===== src/uef_defs.vh =====
// Constants for the endpoint FIFO and host control block
`ifndef UEF_DEFS_VH
`define UEF_DEFS_VH
`define UEF_NEP 8
`define UEF_EPW 3
`define UEF_ADRW 12
`define UEF_FAW 7
`define UEF_FRW 11
`define UEF_STW 16
`define UEF_ALIGN_LSB 3
// Register byte offsets (word index in bits 7:2)
`define UEF_A_SEL 8'h00
`define UEF_A_CFG 8'h04
`define UEF_A_FADDR 8'h08
`define UEF_A_CMD 8'h0c
`define UEF_A_FRAME 8'h10
`define UEF_A_STATUS 8'h14
`define UEF_A_STCLR 8'h18
`define UEF_A_MODE 8'h1c
`define UEF_A_IRQST 8'h20
`define UEF_A_IRQCLR 8'h24
`define UEF_A_IRQEN 8'h28
`define UEF_A_FOOT 8'h2c
// SEL fields: [2:0] endpoint, [3] direction (1 = IN)
`define UEF_SEL_DIR 3
// CFG fields: [11:0] start offset, [15:12] size code, [16] double buffer
`define UEF_CFG_SZ_LSB 12
`define UEF_CFG_DB 16
// CMD bits
`define UEF_CMD_FLUSH 0
`define UEF_CMD_ACK 1
`define UEF_CMD_TGLSET 2
`define UEF_CMD_TGLVAL 3
`define UEF_CMD_TGLCLR 4
// Interrupt events
`define UEF_IRQ_SOF 0
`define UEF_IRQ_RX 1
`define UEF_IRQ_W 2
`define UEF_ST_RXRDY 0
`endif


===== src/uef_ctrl.v =====
// Endpoint FIFO placement, flush, frame capture and host endpoint control
// Functional notes
// - Endpoint zero FIFO is fixed; configuration writes for it are ignored
// - Each nonzero endpoint keeps readable IN and OUT start and size
// - Double buffered FIFO footprint is twice the selected size
// - Start value is an 8-byte aligned byte offset used directly
// - Flush discards the selected endpoint FIFO in host and device mode
// - Frame number of the latest start-of-frame is captured for reading
// - Host mode keeps a readable target address per endpoint and direction
// - Host mode holds a received packet until software acknowledges it
// - Host mode toggle force: zero selects DATA0, one selects DATA1
// - Forcing endpoint zero toggle ignores the direction selection
// - Host mode clears exactly the status bits given in the mask
// - Nonzero endpoint toggle reset to zero works in both modes
//
// Chosen here: the APB slave port and the register addresses.
`include "uef_defs.vh"
`default_nettype none
module uef_ctrl (
  input wire ref_clk,
  input wire nrst,
  input wire clkEn,
  input wire psel,
  input wire penable,
  input wire pwrite,
  input wire [7:0] paddr,
  input wire [31:0] pwdata,
  output reg [31:0] prdata,
  output wire pready,
  output wire pslverr,
  input wire sofValid,
  input wire [`UEF_FRW-1:0] sofFrame,
  input wire rxValid,
  input wire [`UEF_EPW-1:0] rxEp,
  input wire [`UEF_STW-1:0] stSet,
  input wire [`UEF_EPW-1:0] stSetEp,
  input wire [`UEF_EPW-1:0] lookEp,
  input wire lookDirIn,
  output reg [`UEF_ADRW-1:0] lookStart,
  output reg [`UEF_ADRW:0] lookFoot,
  output reg [`UEF_FAW-1:0] lookAddr,
  output reg lookToggle,
  output reg lookHeld,
  output reg flushPulse,
  output reg [`UEF_EPW-1:0] flushEp,
  output reg flushDirIn,
  output reg hostMode,
  output wire irq
);
  reg [`UEF_ADRW-1:0] startOut [0:`UEF_NEP-1];
  reg [`UEF_ADRW-1:0] startIn [0:`UEF_NEP-1];
  reg [4:0] sizeOut [0:`UEF_NEP-1];
  reg [4:0] sizeIn [0:`UEF_NEP-1];
  reg [`UEF_FAW-1:0] addrOut [0:`UEF_NEP-1];
  reg [`UEF_FAW-1:0] addrIn [0:`UEF_NEP-1];
  reg [`UEF_STW-1:0] status [0:`UEF_NEP-1];
  reg [`UEF_NEP-1:0] tglOut_r;
  reg [`UEF_NEP-1:0] tglIn_r;
  reg [`UEF_NEP-1:0] held_r;
  reg [`UEF_EPW-1:0] selEp_r;
  reg selDirIn_r;
  reg [`UEF_FRW-1:0] frame_r;
  reg [`UEF_IRQ_W-1:0] irqSt_r;
  reg [`UEF_IRQ_W-1:0] irqEn_r;
  wire wrEn;
  wire epZero;
  wire [`UEF_IRQ_W-1:0] irqEvt;
  wire [`UEF_IRQ_W-1:0] irqClr;
  integer i;

  // Footprint in bytes: 8 << code, doubled when double buffered
  function [`UEF_ADRW:0] footprint;
    input [4:0] sz;
    begin
      footprint = {{`UEF_ADRW{1'b0}}, 1'b1} << (sz[3:0] + 4'h3);
      if (sz[4])
        footprint = {footprint[`UEF_ADRW-1:0], 1'b0};
    end
  endfunction

  assign pready = 1'b1;
  assign pslverr = 1'b0;
  assign wrEn = clkEn & psel & penable & pwrite;
  assign epZero = (selEp_r == {`UEF_EPW{1'b0}});
  assign irqEvt = {rxValid, sofValid};
  assign irqClr = (wrEn && paddr == `UEF_A_IRQCLR) ?
    pwdata[`UEF_IRQ_W-1:0] : {`UEF_IRQ_W{1'b0}};
  assign irq = |(irqSt_r & irqEn_r);

  always @(posedge ref_clk or negedge nrst)
  begin
    if (!nrst)
    begin
      for (i = 0; i < `UEF_NEP; i = i + 1)
      begin
        startOut[i] <= {`UEF_ADRW{1'b0}};
        startIn[i] <= {`UEF_ADRW{1'b0}};
        sizeOut[i] <= 5'h00;
        sizeIn[i] <= 5'h00;
        addrOut[i] <= {`UEF_FAW{1'b0}};
        addrIn[i] <= {`UEF_FAW{1'b0}};
        status[i] <= {`UEF_STW{1'b0}};
      end
      tglOut_r <= {`UEF_NEP{1'b0}};
      tglIn_r <= {`UEF_NEP{1'b0}};
      held_r <= {`UEF_NEP{1'b0}};
      selEp_r <= {`UEF_EPW{1'b0}};
      selDirIn_r <= 1'b0;
      frame_r <= {`UEF_FRW{1'b0}};
      irqSt_r <= {`UEF_IRQ_W{1'b0}};
      irqEn_r <= {`UEF_IRQ_W{1'b0}};
      hostMode <= 1'b0;
      flushPulse <= 1'b0;
      flushEp <= {`UEF_EPW{1'b0}};
      flushDirIn <= 1'b0;
    end
    else if (clkEn)
    begin
      flushPulse <= 1'b0;
      if (sofValid)
        frame_r <= sofFrame;
      irqSt_r <= (irqSt_r & ~irqClr) | irqEvt;
      if (wrEn)
      begin
        case (paddr)
          `UEF_A_SEL:
          begin
            selEp_r <= pwdata[`UEF_EPW-1:0];
            selDirIn_r <= pwdata[`UEF_SEL_DIR];
          end
          `UEF_A_CFG:
            if (!epZero)
            begin
              if (selDirIn_r)
              begin
                startIn[selEp_r] <= {pwdata[`UEF_ADRW-1:`UEF_ALIGN_LSB],
                  3'h0};
                sizeIn[selEp_r] <= {pwdata[`UEF_CFG_DB],
                  pwdata[`UEF_CFG_SZ_LSB+3:`UEF_CFG_SZ_LSB]};
              end
              else
              begin
                startOut[selEp_r] <= {pwdata[`UEF_ADRW-1:`UEF_ALIGN_LSB],
                  3'h0};
                sizeOut[selEp_r] <= {pwdata[`UEF_CFG_DB],
                  pwdata[`UEF_CFG_SZ_LSB+3:`UEF_CFG_SZ_LSB]};
              end
            end
          `UEF_A_FADDR:
            if (hostMode)
            begin
              if (selDirIn_r)
                addrIn[selEp_r] <= pwdata[`UEF_FAW-1:0];
              else
                addrOut[selEp_r] <= pwdata[`UEF_FAW-1:0];
            end
          `UEF_A_MODE:
            hostMode <= pwdata[0];
          `UEF_A_IRQEN:
            irqEn_r <= pwdata[`UEF_IRQ_W-1:0];
          `UEF_A_CMD:
          begin
            if (pwdata[`UEF_CMD_FLUSH])
            begin
              flushPulse <= 1'b1;
              flushEp <= selEp_r;
              flushDirIn <= selDirIn_r;
            end
            if (pwdata[`UEF_CMD_TGLSET] && hostMode)
            begin
              if (epZero)
              begin
                tglIn_r[0] <= pwdata[`UEF_CMD_TGLVAL];
                tglOut_r[0] <= pwdata[`UEF_CMD_TGLVAL];
              end
              else if (selDirIn_r)
                tglIn_r[selEp_r] <= pwdata[`UEF_CMD_TGLVAL];
              else
                tglOut_r[selEp_r] <= pwdata[`UEF_CMD_TGLVAL];
            end
            else if (pwdata[`UEF_CMD_TGLCLR] && !epZero)
            begin
              if (selDirIn_r)
                tglIn_r[selEp_r] <= 1'b0;
              else
                tglOut_r[selEp_r] <= 1'b0;
            end
          end
          default:
          begin
          end
        endcase
      end
      // Packet held until ack; a new arrival in the ack cycle wins
      for (i = 0; i < `UEF_NEP; i = i + 1)
      begin
        if (wrEn && paddr == `UEF_A_CMD && pwdata[`UEF_CMD_ACK] &&
            hostMode && selEp_r == i[`UEF_EPW-1:0])
        begin
          held_r[i] <= 1'b0;
          status[i][`UEF_ST_RXRDY] <= 1'b0;
        end
        if (wrEn && paddr == `UEF_A_STCLR && hostMode &&
            selEp_r == i[`UEF_EPW-1:0])
          status[i] <= status[i] & ~pwdata[`UEF_STW-1:0];
        if (stSetEp == i[`UEF_EPW-1:0] && |stSet)
          status[i] <= (status[i] &
            ~((wrEn && paddr == `UEF_A_STCLR && hostMode &&
            selEp_r == i[`UEF_EPW-1:0]) ? pwdata[`UEF_STW-1:0] :
            {`UEF_STW{1'b0}})) | stSet;
        // Flush clear comes first so a packet arriving with it is kept
        if (flushPulse && flushEp == i[`UEF_EPW-1:0])
          held_r[i] <= 1'b0;
        if (rxValid && rxEp == i[`UEF_EPW-1:0])
        begin
          held_r[i] <= 1'b1;
          status[i][`UEF_ST_RXRDY] <= 1'b1;
        end
      end
    end
  end

  // Lookup port for the packet engine
  always @(posedge ref_clk or negedge nrst)
  begin
    if (!nrst)
    begin
      lookStart <= {`UEF_ADRW{1'b0}};
      lookFoot <= {(`UEF_ADRW+1){1'b0}};
      lookAddr <= {`UEF_FAW{1'b0}};
      lookToggle <= 1'b0;
      lookHeld <= 1'b0;
    end
    else if (clkEn)
    begin
      lookStart <= lookDirIn ? startIn[lookEp] : startOut[lookEp];
      lookFoot <= footprint(lookDirIn ? sizeIn[lookEp] : sizeOut[lookEp]);
      lookAddr <= lookDirIn ? addrIn[lookEp] : addrOut[lookEp];
      lookToggle <= (lookEp == {`UEF_EPW{1'b0}}) ? tglIn_r[0] :
        (lookDirIn ? tglIn_r[lookEp] : tglOut_r[lookEp]);
      lookHeld <= held_r[lookEp];
    end
  end

  always @*
  begin
    prdata = 32'h0000_0000;
    case (paddr)
      `UEF_A_SEL:
        prdata = {28'h0000000, selDirIn_r, selEp_r};
      `UEF_A_CFG:
        prdata = selDirIn_r ?
          {15'h0000, sizeIn[selEp_r], startIn[selEp_r]} :
          {15'h0000, sizeOut[selEp_r], startOut[selEp_r]};
      `UEF_A_FADDR:
        prdata = {25'h0000000, selDirIn_r ? addrIn[selEp_r] :
          addrOut[selEp_r]};
      `UEF_A_CMD:
        prdata = {27'h0000000, 1'b0, selDirIn_r ? tglIn_r[selEp_r] :
          tglOut_r[selEp_r], 2'h0, held_r[selEp_r]};
      `UEF_A_FRAME:
        prdata = {21'h000000, frame_r};
      `UEF_A_STATUS:
        prdata = {16'h0000, status[selEp_r]};
      `UEF_A_MODE:
        prdata = {31'h00000000, hostMode};
      `UEF_A_IRQST:
        prdata = {30'h00000000, irqSt_r};
      `UEF_A_IRQEN:
        prdata = {30'h00000000, irqEn_r};
      `UEF_A_FOOT:
        prdata = {19'h00000, footprint(selDirIn_r ? sizeIn[selEp_r] :
          sizeOut[selEp_r])};
      default:
        prdata = 32'h0000_0000;
    endcase
  end
endmodule // uef_ctrl
`default_nettype wire


===== config.mk =====
export PLATFORM = sky130hd
export DESIGN_NAME = uef_ctrl
export DESIGN_NICKNAME = d
export VERILOG_FILES = /design/src/uef_ctrl.v
export VERILOG_INCLUDE_DIRS = /design/src
export SDC_FILE = /design/constraint.sdc
export NUM_CORES = 1
export LEC_CHECK = 0
export BUFFER_PORTS_ARGS = -buffer_cell sky130_fd_sc_hd__buf_2
export CAP_MARGIN = 0
export CORE_MARGIN = 2
export CORE_UTILIZATION = 30
export DETAILED_ROUTE_END_ITERATION = 10
export SYNTH_ARGS = -nofsm -noshare
export SYNTH_HDL_FRONTEND = slang
export SYNTH_SLANG_ARGS = --single-unit

===== constraint.sdc =====
create_clock -name ref_clk -period 3.6 [get_ports ref_clk]
set_input_delay 0 -clock ref_clk [delete_from_list [all_inputs] [get_ports ref_clk]]
set_output_delay 0 -clock ref_clk [all_outputs]
set_load 0.02 [all_outputs]

==> qor.txt <==
Initial Util: 0.303
HP Class: input port to flop
CP startpoint kind: flop
die height: 314 microns
fin util: 0.361
Post-DP Area: 31,000 sq um
root buf cell: clkbuf_16
Die X-Extent: 314 microns
min Tclk post-route: 3.63 ns
drt wl/cell: 26.8 microns
worst relative slew slack: 0.115
Max Root-Sink Buffers: 3
layout cell share with drive strength beyond 1: 0.393
worst-margin pin slew: 1.32 ns
pwr dens: 398 nW/um^2
largest net degree at the start of global routing: 117
RSZ-0062 raised after global routing: true
commonest cells in the synthesized netlist: 544 x dfrtp_1, 309 x mux2_2, 236 x mux4_2, 236 x nand2_1, 149 x a22o_1
Total Wirelength: 99,100 microns
Synth area leaders: dfrtp_1 47%, mux4_2 18%, mux2_2 12%, a22o_1 4.5%, nand2_1 3.1%
fin area: 34,300 sq um
initial antenna violation count: 7
maximum vdd drop: 0.421 mV
grt ovf: 0
1st-iter DRT viols: 2,502
# placed instances: 3,494
vias per cell: 5.75
EDFF count, synth: 0
worst setup margin: -0.0349 ns
Hold Path Origin: clkEn
Synth area leader: dfrtp_1
clk sinks: 544
Avg Cell Area, Syn: 13.0 sq um
Synth Instances: 2,209
max-cap viol count: 0
via count: 21.2k
Worst-path clk slew: 0.06 ns
worst hold slack: 0.0101 ns
Seq pwr share: 0.478
Place WS: -0.167 ns
Crit path arrival time: 3.63 ns
vias in the first global route: 22.0k
Top FF cell, synth: dfrtp_1
CTS Buf Count: 60
Area Growth Syn to Fin: 19.3%
number of remaining DRC errors: 0
yosys warns: 0
internal reg-to-reg setup slack: 0.38 ns
Cell Area, Synth: 28,800 sq um
Setup-failing EPs final: 2
Clock Skews: 0.0308 ns
Async S/R FF share, synth: 1.00
CTS tree: yes
hpwl dp: 64,400 microns
Seq cells post-synth: 544
leakage power: 14.7 nW
Non-Filler Instances: 3,695
Gate power share: 0.083
failing checks: setup timing
Max Freq: 275 MHz
Skew-Pair Late Insertion Delay: 0.65 ns
area share of the leading cell type in the synthesized netlist: 0.473
routability cong.: 0.938
P_sw: 3.46 mW
most frequent cell after synthesis: dfrtp_1
standard-cell rows: 113
status: finished, violations left
FF-to-FF path depth: 9
die area: 98,400 sq um
CP required: 3.60 ns
nets: 2,467
Worst Hold Path EP: status[73]
fin. max-slew vios: 0
Core ar.: 95,000 sq um
Net Sw Frac: 0.253
clock power share: 0.440
P_int: 10.2 mW
1st-pass router iterations: 6
Worst Setup End Kind: output pin
Max FO, Critical Path: 6
GRT Total Usage: 0.199
Hold Vio Cnt, Final: 0
R2R Path End: status[49]
r2r startpoint: selEp_r[1]
critical setup path kind: flop to output pin
Port Buffer Count: 124
ANT nets after route: 0
register area share after synthesis: 0.473
Tcrit/Tclk final: 1.01
H-tree Lvls: 2
# IOs: 160
Synth cell types: 75
global-route wire length before repair: 147,000 microns
Hold Path Depth: 4
cell type report:
cell class              instances  area (sq um)
diodes                          2          5.00
clock buffers                  91          1770
clock inverters                21           133
fillers                      9094         60700
inverters                      28           108
multi-input cells            1430         14400
flip-flops and latches        544         13600
well taps                    1265          1580
repair buffers                314          2740
cells in the final DEF, fill, tap and decap left out, types with 22 or more instances in the layout:
| cell type | Yosys | routed |
|---|---|---|
| inv_1 | 24 | 22 |
| mux2_2 | 309 | 309 |
| nor2_1 | 88 | 78 |
| buf_6 | 6 | 22 |
| clkbuf_16 | 0 | 61 |
| buf_4 | 27 | 88 |
| nand3_1 | 28 | 24 |
| buf_2 | 42 | 109 |
| a22o_1 | 149 | 149 |
| nor3_1 | 25 | 24 |
| o21ai_0 | 90 | 86 |
| nand2_1 | 236 | 235 |
| mux2i_1 | 31 | 30 |
| dlygate4sd3_1 | 0 | 68 |
| mux4_2 | 236 | 236 |
| dfrtp_1 | 544 | 541 |
worst max path at each step:
stage          startpoint   endpoint  slack [ns]  depth (start not counted)
5_1_grt        selEp_r[0]  prdata[6]       -0.10                         12
3_3_place_gp   selEp_r[0]  prdata[4]       -0.19                         10
3_5_place_dp   selEp_r[0]  prdata[4]       -0.17                         10
2_1_floorplan  selEp_r[0]  prdata[4]        0.68                         10
6_report       selEp_r[0]  prdata[6]       -0.03                         12
4_1_cts        selEp_r[0]  prdata[4]       -0.04                         12
stage by stage:
stage	TNS (ns)	total power, mW
after global routing	-0.424	14.1
after CTS	-0.0515	13.8
final	-0.0423	13.7
after global placement	-0.187	7.62
after floorplan	0	7.20
after detailed placement	-0.167	7.67
cell families after synthesis:
kind of cell	synth area share
adder cells (fa/ha/maj)	0.00174
flip-flops	0.473
buffers and inverters	0.0401
XOR/XNOR	0.00239
multiplexers	0.317
AO/OA/AOI/OAI	0.0919
AND/OR/NAND/NOR	0.0734
other	0.000261
critical path: stages (launching register included):
cell and delay [ns]:
dfrtp_4 0.51, buf_12 0.15, buf_8 0.12, mux4_2 0.42, a22o_1 0.26, a221oi_4 0.32, buf_6 0.17, o21bai_4 0.15
xor2_1 0.10, buf_4 0.19, o311ai_4 0.30, buf_6 0.17, buf_6 0.12
sequential cells by signal, summed over array words and instances, names as in the netlist, 2 cells and up:
signal / count
startIn: 72
frame_r: 11
sizeOut: 40
startOut: 72
addrIn: 56
irqEn_r: 2
lookStart: 9
held_r: 8
selEp_r: 3
irqSt_r: 2
lookAddr: 7
sizeIn: 40
status: 128
tglIn_r: 8
flushEp: 3
addrOut: 56
lookFoot: 13
tglOut_r: 8
power groups by stage:
stage                     combinational, mW  sequential (mW)  clock, mW
after global routing                   1.22             6.54       6.38
final                                  1.13             6.53       6.01
after CTS                              1.13             6.52       6.12
after global placement                 1.02             6.60          0
after detailed placement               1.05             6.61          0
after floorplan                       0.641             6.56          0
routing by layer:
layer / share of wire / vias to the layer above / wire length, microns / GRT usage
li1: - / 8618 / - / -
met1: 0.41 / 11217 / 40100 / 0.271
met5: 0.00081 / - / 80 / 0
met3: 0.12 / 237 / 11400 / 0.0660
met2: 0.44 / 1146 / 44000 / 0.299
met4: 0.034 / 12 / 3420 / 0.0656
what timing repair did:
action | 4_1_cts | 5_1_grt
endpoints found under the hold margin | 455 | 0
gates resized for setup | 53 | 47
setup buffers | 13 | 3
endpoints found under the setup margin | 15 | 13
hold buffers | 68 | 0
gates cloned | 4 | 0
pin swaps | 10 | 15
Power figures use the tool's default switching activity.
